`config.mk`:
```
export PLATFORM = sky130hd
export DESIGN_NAME = fsm_fault_manager
export DESIGN_NICKNAME = d
export VERILOG_FILES = /design/src/inc/fsm_pkg.sv /design/src/logic/fsm_pin_watch.sv /design/src/logic/fsm_fault_manager.sv
export VERILOG_INCLUDE_DIRS = /design/src /design/src/inc
export SDC_FILE = /design/constraint.sdc
export NUM_CORES = 1
export LEC_CHECK = 0
export ABC_AREA = 1
export BUFFER_PORTS_ARGS = -buffer_cell sky130_fd_sc_hd__buf_2
export CAP_MARGIN = 20
export CELL_PAD_IN_SITES_DETAIL_PLACEMENT = 2
export CELL_PAD_IN_SITES_GLOBAL_PLACEMENT = 2
export CORE_MARGIN = 2
export CORE_UTILIZATION = 35
export CTS_BUF_LIST = sky130_fd_sc_hd__clkbuf_4
export DETAILED_ROUTE_END_ITERATION = 16
export GPL_TIMING_DRIVEN = 0
export PLACE_DENSITY = 0.95
export SYNTH_ARGS = -nofsm -noshare
export SYNTH_HDL_FRONTEND = slang
export SYNTH_HIERARCHICAL = 1
export SYNTH_SLANG_ARGS = --single-unit
export TNS_END_PERCENT = 50
```
`constraint.sdc`:
```
create_clock -name clk_i -period 4.1 [get_ports clk_i]
set_input_delay 1.23 -clock clk_i [delete_from_list [all_inputs] [get_ports clk_i]]
set_output_delay 1.23 -clock clk_i [all_outputs]
set_load 0.02 [all_outputs]
```
`src/inc/fsm_params.svh`:
```
// constants for the fault state manager
`ifndef FSM_PARAMS_SVH
`define FSM_PARAMS_SVH
// ----------------------------------------
// timing
// ----------------------------------------
`define FSM_CLK_HZ 10000000
`define FSM_RETRY_MS 20
`define FSM_RETRY_CYC ((`FSM_CLK_HZ / 1000) * `FSM_RETRY_MS)
`define FSM_CRC_RETRY_MAX 3
`define FSM_POR_CYC 16
// ----------------------------------------
// fault vector widths
// ----------------------------------------
`define FSM_INIT_W 6
`define FSM_RT1_W 10
`define FSM_RT2_W 2
`endif

```
`src/inc/fsm_pkg.sv`:
```
// types for the fault state manager
package fsm_pkg;
	// operating states, one-hot
	typedef enum logic [4:0] {
		FSM_IDLE = 5'h01,
		FSM_DIAG = 5'h02,
		FSM_NORM = 5'h04,
		FSM_FLT = 5'h08,
		FSM_DIS = 5'h10
	} fsm_state_t;
endpackage

```
`src/logic/fsm_pin_watch.sv`:
```
// pin watcher: latches a pin level and flags any later change
`include "fsm_params.svh"
module fsm_pin_watch (
	input wire logic clk_i, // clock
	input wire logic srst_i, // sync reset
	input wire logic latch_i, // capture pin level now
	input wire logic arm_i, // compare enabled
	input wire logic pin_i, // watched pin
	output logic chg_o // pin differs from latched level
);
	logic ref_q; // latched level
	logic ref_d;
	logic armd_q; // a level has been captured
	logic armd_d;
	logic chg_q;
	logic chg_d;

	// next-state: capture, then compare
	always_comb begin
		ref_d = ref_q;
		armd_d = armd_q;
		chg_d = 1'b0;
		if (latch_i) begin
			ref_d = pin_i;
			armd_d = 1'b1;
		end else if (arm_i && armd_q) begin
			chg_d = (pin_i != ref_q);
		end
	end

	// registers
	always_ff @(posedge clk_i) begin
		if (srst_i) begin
			ref_q <= 1'b0;
			armd_q <= 1'b0;
			chg_q <= 1'b0;
		end else begin
			ref_q <= ref_d;
			armd_q <= armd_d;
			chg_q <= chg_d;
		end
	end
	assign chg_o = chg_q;
endmodule // fsm_pin_watch

```
`src/logic/fsm_fault_manager.sv`:
```
// operating-state controller: sequencing, fault routing, enables, output tri-state
// Operation
// - supplies good: idle, reset, then diagnostics
// - diagnostics pass goes normal, else by class
// - outputs show fault until checks done
// - normal: oscillator, front end, gain, outputs on
// - recoverable run-time fault: normal to fault
// - critical run-time fault: straight to disabled
// - initialization failure: disabled, fault shown
// - supply undervoltage holds reset, then restart
// - fault: oscillator, front end off, outputs tri-state
// - thermal or overvoltage: wait until cause gone
// - other recoverable faults retry via diagnostics
// - disabled from diag/normal/fault, everything off
// - after 20 ms disabled, retry diagnostics
// - memory CRC: three retries, then stay disabled
// - power cycle returns disabled to idle
// - idle, fault, disabled: outputs high impedance
// - latch test pin at init, change critical
// - fault state keeps critical checks, go disabled
`include "fsm_params.svh"
module fsm_fault_manager
	import fsm_pkg::*;
#(
	parameter int unsigned RETRY_CYC = `FSM_RETRY_CYC, // disabled dwell before retry
	parameter int unsigned CRC_RETRY_MAX = `FSM_CRC_RETRY_MAX, // memory CRC retries
	parameter int unsigned POR_CYC = `FSM_POR_CYC // internal reset pulse length
) (
	input wire logic clk_i, // 10 MHz clock
	input wire logic srst_i, // sync reset, active high
	input wire logic supply_reg_ok_i, // regulated supply above limit
	input wire logic supply_core_ok_i, // core supply above limit
	input wire logic diag_done_i, // diagnostics sequence finished
	input wire logic [`FSM_INIT_W-1:0] init_fail_i, // init faults, bit0 memory CRC
	input wire logic [`FSM_RT1_W-1:0] rt1_fault_i, // recoverable faults, bits 1:0 forcing
	input wire logic [`FSM_RT2_W-1:0] rt2_fault_i, // bit0 redundancy, bit1 register CRC
	input wire logic test_mode_pin_i, // test mode pin level
	input wire logic test_output_pin_i, // test output pin level
	input wire logic gain_mode_select_pin_i, // gain mode pin level
	input wire logic [3:0] drive_i, // analog output drive values
	output logic por_o, // internal power-on reset pulse
	output logic diag_run_o, // diagnostics sequence running
	output logic osc_en_o, // coil oscillator enable
	output logic afe_en_o, // analog front end enable
	output logic gain_en_o, // gain control enable
	output logic [3:0] analog_output_pair_o, // output values
	output logic [3:0] analog_output_pair_oe_o, // output enables, high drives
	output logic fault_ind_o, // fault being indicated
	output logic crc_lock_o, // memory CRC retries exhausted
	output logic [4:0] state_o // current state code
);
	// ----------------------------------------
	// parameter checks
	// ----------------------------------------
	if (RETRY_CYC < 1 || RETRY_CYC > 32'hFFFFFF) begin : g_chk_retry
		$error("retry count out of range");
	end
	if (CRC_RETRY_MAX < 1 || CRC_RETRY_MAX > 15) begin : g_chk_crc
		$error("crc retry limit out of range");
	end
	if (POR_CYC < 1 || POR_CYC > 255) begin : g_chk_por
		$error("por length out of range");
	end

	// ----------------------------------------
	// declarations
	// ----------------------------------------
	fsm_state_t st_q; // current state
	fsm_state_t st_d;
	logic [23:0] tmr_q; // disabled dwell timer
	logic [23:0] tmr_d;
	logic [7:0] por_q; // power-on reset counter
	logic [7:0] por_d;
	logic [3:0] crc_cnt_q; // memory CRC retry count
	logic [3:0] crc_cnt_d;
	logic crc_cause_q; // disabled entered for memory CRC
	logic crc_cause_d;
	logic diag_first_q; // first cycle of diagnostics
	logic tm_chg; // test mode pin changed
	logic to_chg; // test output pin changed
	logic gm_chg; // gain pin changed
	logic pins_arm; // pin comparison active
	logic supply_ok; // both supplies good
	logic crit; // any critical fault
	logic rec; // any recoverable fault
	logic forcing; // thermal or overvoltage present
	logic osc_d; // registered output next values
	logic afe_d;
	logic gain_d;
	logic [3:0] out_d;
	logic [3:0] oe_d;
	logic flt_d;

	// wrap-safe compare of a counter against a limit
	function automatic logic reached(input logic [23:0] cnt, input int unsigned lim);
		reached = (cnt >= 24'(lim - 1));
	endfunction

	// ----------------------------------------
	// pin watchers
	// ----------------------------------------
	assign pins_arm = (st_q == FSM_NORM) || (st_q == FSM_FLT);
	fsm_pin_watch u_tm (
		.clk_i(clk_i),
		.srst_i(srst_i),
		.latch_i(diag_first_q),
		.arm_i(pins_arm),
		.pin_i(test_mode_pin_i),
		.chg_o(tm_chg)
	);
	fsm_pin_watch u_to (
		.clk_i(clk_i),
		.srst_i(srst_i),
		.latch_i(diag_first_q),
		.arm_i(pins_arm),
		.pin_i(test_output_pin_i),
		.chg_o(to_chg)
	);
	fsm_pin_watch u_gm (
		.clk_i(clk_i),
		.srst_i(srst_i),
		.latch_i(diag_first_q),
		.arm_i(pins_arm),
		.pin_i(gain_mode_select_pin_i),
		.chg_o(gm_chg)
	);

	// fault classification
	assign supply_ok = supply_reg_ok_i && supply_core_ok_i;
	assign crit = (|rt2_fault_i) || tm_chg || to_chg || gm_chg;
	assign rec = |rt1_fault_i;
	assign forcing = |rt1_fault_i[1:0]; // thermal, regulator overvoltage

	// ----------------------------------------
	// state machine next values
	// ----------------------------------------
	always_comb begin
		st_d = st_q;
		tmr_d = 24'h000000;
		por_d = por_q;
		crc_cnt_d = crc_cnt_q;
		crc_cause_d = crc_cause_q;
		case (st_q)
			// power-on reset pulse, then diagnostics
			FSM_IDLE: begin
				if (por_q == 8'(POR_CYC - 1)) begin
					st_d = FSM_DIAG;
				end else begin
					por_d = por_q + 8'h01;
				end
			end
			// self checks; route by class once done
			FSM_DIAG: begin
				if (diag_done_i) begin
					if (|init_fail_i) begin
						st_d = FSM_DIS;
						crc_cause_d = init_fail_i[0];
					end else if (crit) begin
						st_d = FSM_DIS;
						crc_cause_d = 1'b0;
					end else if (rec) begin
						st_d = FSM_FLT;
					end else begin
						st_d = FSM_NORM;
					end
				end
			end
			// running; critical faults beat recoverable
			FSM_NORM: begin
				if (crit) begin
					st_d = FSM_DIS;
					crc_cause_d = 1'b0;
				end else if (rec) begin
					st_d = FSM_FLT;
				end
			end
			// wait out forcing faults, retry others
			FSM_FLT: begin
				if (crit) begin
					st_d = FSM_DIS;
					crc_cause_d = 1'b0;
				end else if (forcing) begin
					st_d = FSM_FLT; // no retry while the cause is present
				end else begin
					st_d = FSM_DIAG;
				end
			end
			// dwell, then retry unless CRC retries exhausted
			FSM_DIS: begin
				if (crc_cause_q && (crc_cnt_q >= 4'(CRC_RETRY_MAX))) begin
					st_d = FSM_DIS;
				end else if (reached(tmr_q, RETRY_CYC)) begin
					st_d = FSM_DIAG;
					if (crc_cause_q) begin
						crc_cnt_d = crc_cnt_q + 4'h1;
					end
				end else begin
					tmr_d = tmr_q + 24'h000001;
				end
			end
			default: begin
				st_d = FSM_IDLE;
			end
		endcase
		// supply loss restarts from idle; count kept only across it here
		if (!supply_ok) begin
			st_d = FSM_IDLE;
			por_d = 8'h00;
			tmr_d = 24'h000000;
		end
	end

	// ----------------------------------------
	// state registers
	// ----------------------------------------
	always_ff @(posedge clk_i) begin
		if (srst_i) begin
			st_q <= FSM_IDLE;
			tmr_q <= 24'h000000;
			por_q <= 8'h00;
			crc_cnt_q <= 4'h0;
			crc_cause_q <= 1'b0;
			diag_first_q <= 1'b0;
		end else begin
			st_q <= st_d;
			tmr_q <= tmr_d;
			por_q <= por_d;
			crc_cnt_q <= crc_cnt_d;
			crc_cause_q <= crc_cause_d;
			diag_first_q <= (st_d == FSM_DIAG) && (st_q != FSM_DIAG);
		end
	end

	// ----------------------------------------
	// output next values
	// ----------------------------------------
	always_comb begin
		osc_d = 1'b0;
		afe_d = 1'b0;
		gain_d = 1'b0;
		out_d = 4'h0;
		oe_d = 4'h0; // safe states tri-state
		flt_d = 1'b1;
		case (st_d)
			// checks need the signal path; outputs held off until done
			FSM_DIAG: begin
				osc_d = 1'b1;
				afe_d = 1'b1;
				gain_d = 1'b1;
			end
			// fully active
			FSM_NORM: begin
				osc_d = 1'b1;
				afe_d = 1'b1;
				gain_d = 1'b1;
				out_d = drive_i;
				oe_d = 4'hF;
				flt_d = 1'b0;
			end
			// fault and disabled keep everything off
			FSM_FLT: begin
				flt_d = 1'b1;
			end
			FSM_DIS: begin
				flt_d = 1'b1;
			end
			default: begin
				flt_d = 1'b1;
			end
		endcase
	end

	// ----------------------------------------
	// output registers
	// ----------------------------------------
	always_ff @(posedge clk_i) begin
		if (srst_i) begin
			osc_en_o <= 1'b0;
			afe_en_o <= 1'b0;
			gain_en_o <= 1'b0;
			analog_output_pair_o <= 4'h0;
			analog_output_pair_oe_o <= 4'h0;
			fault_ind_o <= 1'b1;
			por_o <= 1'b0;
			diag_run_o <= 1'b0;
			crc_lock_o <= 1'b0;
			state_o <= 5'h01;
		end else begin
			osc_en_o <= osc_d;
			afe_en_o <= afe_d;
			gain_en_o <= gain_d;
			analog_output_pair_o <= out_d;
			analog_output_pair_oe_o <= oe_d;
			fault_ind_o <= flt_d;
			por_o <= (st_d == FSM_IDLE);
			diag_run_o <= (st_d == FSM_DIAG);
			crc_lock_o <= (st_d == FSM_DIS) && crc_cause_d && (crc_cnt_d >= 4'(CRC_RETRY_MAX));
			state_o <= st_d;
		end
	end
endmodule // fsm_fault_manager

```
==> flow_summary.json <==
{
  "cts-htree-levels": 3,
  "yosysTopAreaCell": "dfxtp_1",
  "power_uw": 982,
  "finalCritPeriodShare": 0.591,
  "antenna-diode-count": 0,
  "nFillCells": 946,
  "cp.required_ns": 4.44,
  "place_ws_ns": 1.25,
  "cp_num_buf_inv": 3,
  "grt_usage": 0.219,
  "ys_seq_elements": 62,
  "startpoint_type": "primary input",
  "cts_root_buffer": "clkbuf_4",
  "post_drt_wl_per_cell_um": 16.0,
  "path_delay_family": "simple AND/OR/NAND/NOR gates",
  "routabilityCongestion": 0.723,
  "antenna_found_initial": 0,
  "synth_area_um2": 2820,
  "grt_pass1_vias": 2932,
  "end_kind": "register",
  "switching_power_uw": 248,
  "finClkSkew_ns": 0.0214,
  "final.min_clock_period_ns": 2.42,
  "relSlewSlack": 0.600,
  "leakage_nw": 1.51,
  "via_count": 2631,
  "async_reset_ff_frac": 0,
  "worst_ep_arrival_time_ns": 2.77,
  "numPortBuffers": 49,
  "clk_pin_slew_ns": 0.10,
  "die_h_um": 93.7,
  "core_um2": 7770,
  "drcViolationCount": 0,
  "pwr-share-comb": 0.050,
  "first_pass_iters": 4,
  "ios": 50,
  "yosys.area.top_type_share": 0.441,
  "final_core_util": 0.424,
  "crit_slowest_cell": "nor2_1",
  "synth_top_flop_cell": "dfxtp_1",
  "clockPowerShare": 0.330,
  "cts_hold_buf": 0,
  "worstPathCellList": "buf_2 > buf_4 > nor2_1 > nand4_4 > buf_2 > nor2_1",
  "yosysSeqAreaShare": 0.441,
  "globalRoute.totalOverflow": 0,
  "worstSetupPathType": "primary input to register",
  "setup_viol": 0,
  "syn_inst": 383,
  "synth_cell_types": 35,
  "syn_area_per_cell_um2": 7.35,
  "fmax_ghz": 0.413,
  "rows": 32,
  "ant_nets": 0,
  "final_common_cell": "nand2_1",
  "synth-edff-count": 0,
  "critPathMaxFanout": 10,
  "ctsLongestPathBuffers": 2,
  "cts_sinks": 62,
  "min_path_type": "register to register",
  "p_int_uw": 734,
  "grt_pass1_wl_um": 14800,
  "dieArea_um2": 8780,
  "swShare": 0.253,
  "yosysWarnings": 6,
  "wirelength_um": 8870,
  "fin_tns_setup_ns": 0,
  "grt_max_degree": 11,
  "drt_iter0_drc": 49,
  "final_layout_size_suffix_gt1_frac": 0.220,
  "worstMarginPinSlew_ns": 0.598,
  "drv_slew": 0,
  "clk_latency_ns": 0.41,
  "viasPerCell": 4.76,
  "fin_ws_ns": 1.68,
  "dp_hpwl_um": 6590,
  "dieWidth_um": 93.7,
  "ir_drop_mv": 0.153,
  "ctsResizeCount": 0,
  "p_per_area_nw_per_um2": 298,
  "cts_made_buffers": 9,
  "layout_common_cells": "nand2_1 (71), nor2_1 (67), inv_1 (62), dfxtp_1 (62), buf_2 (50)",
  "final_net_count": 481,
  "area_delta_synth_final_pct": 17.0,
  "synth.area.top_cells": "dfxtp_1 (44%), nand2_1 (9.5%), nor2_1 (8.9%)",
  "maxCapViolCount": 0,
  "critPathMaxStageDelay_ns": 0.49,
  "cts_tree": "done",
  "postCtsSetupBuffers": 0,
  "outcome": "complete, no violations",
  "rsz0062_at_grt": "false",
  "pwr-share-seq": 0.620,
  "hold_violations": 0,
  "start_util": 0.363
}
[power groups by stage]
stage	registers [mW]	clock network, mW	logic [mW]
3_3_place_gp	0.622	0	0.0442
6_report	0.609	0.324	0.0487
4_1_cts	0.609	0.331	0.0493
3_5_place_dp	0.623	0	0.0478
2_1_floorplan	0.624	0	0.0216
5_1_grt	0.610	0.358	0.0543
[sequential cells by signal (all words and copies together) (netlist names), 4 cells and up]
register and cells:
state_o 5, tmr_q 24, analog_output_pair_o 4, crc_cnt_q 4, por_q 8
[final timing paths]
check	from	end	slack, ns	cells after the start
min reg2reg	crc_cnt_q[2]$_SDFF_PP0_	crc_cnt_q[2]$_SDFF_PP0_	0.44	2
max	srst_i	tmr_q[17]$_SDFF_PP0_	1.68	6
min	crc_cnt_q[2]$_SDFF_PP0_	crc_cnt_q[2]$_SDFF_PP0_	0.44	2
max reg2reg	por_q[0]$_SDFFE_PP0P_	state_o[0]$_SDFF_PP1_	2.18	8
[layout make-up]
cell class,count,area (um2),share of cell area
Buffer,7,50.0,0.0152
Clock buffer,9,67.6,0.0205
Clock inverter,5,18.8,0.00570
Inverter,67,251,0.0763
Multi-Input combinational cell,252,1290,0.392
Sequential cell,62,1240,0.377
Tap cell,102,128,0.0387
Timing Repair Buffer,49,245,0.0744
[cells in the mapped netlist, types with 3 or more instances]
master and n:
inv_2 5, nor2_2 9, nor3_1 11, nand4_1 4, a21oi_1 15, buf_4 6, nand3_1 18, nand2_2 4
inv_1 62, nand2_1 71, ha_1 3, nor2_1 67, xnor2_1 3, o21ai_0 6, dfxtp_1 62, xor2_1 8
[through the flow]
| stage | hold WS (ns) | std cells | area [um2] |
|---|---|---|---|
| after floorplan | 0.403 | 388 | 2840 |
| after global placement | 0.411 | 539 | 3210 |
| after detailed placement | 0.433 | 539 | 3210 |
| after CTS | 0.445 | 553 | 3290 |
| after global routing | 0.463 | 553 | 3290 |
| final | 0.440 | 553 | 3290 |
[kinds of logic after synthesis]
group	count (synthesis)	synth area share
flip-flops	62	0.441
adder cells (fa/ha/maj)	3	0.0133
AO/OA/AOI/OAI	30	0.0631
AND/OR/NAND/NOR	202	0.340
XOR/XNOR	11	0.0342
other	1	0.00133
buffers and inverters	74	0.107
[layer usage]
layer	wire, um	GRT usage	vias to the layer above
li1	-	-	1300
met1	3540	0.242	1278
met2	4910	0.408	35
met3	199	0.0369	18
met4	225	0.0930	0
met5	0	0	-
[worst reg2reg max path, cell delays in order, from the launching register on]
cell	delay, ns
dfxtp_1	0.38
ha_1	0.16
inv_1	0.08
nor3_1	0.27
nand2_1	0.17
nand2_2	0.19
inv_1	0.15
o21ai_0	0.31
nand2_1	0.12
No activity file was read; power rests on OpenSTA's default activity.
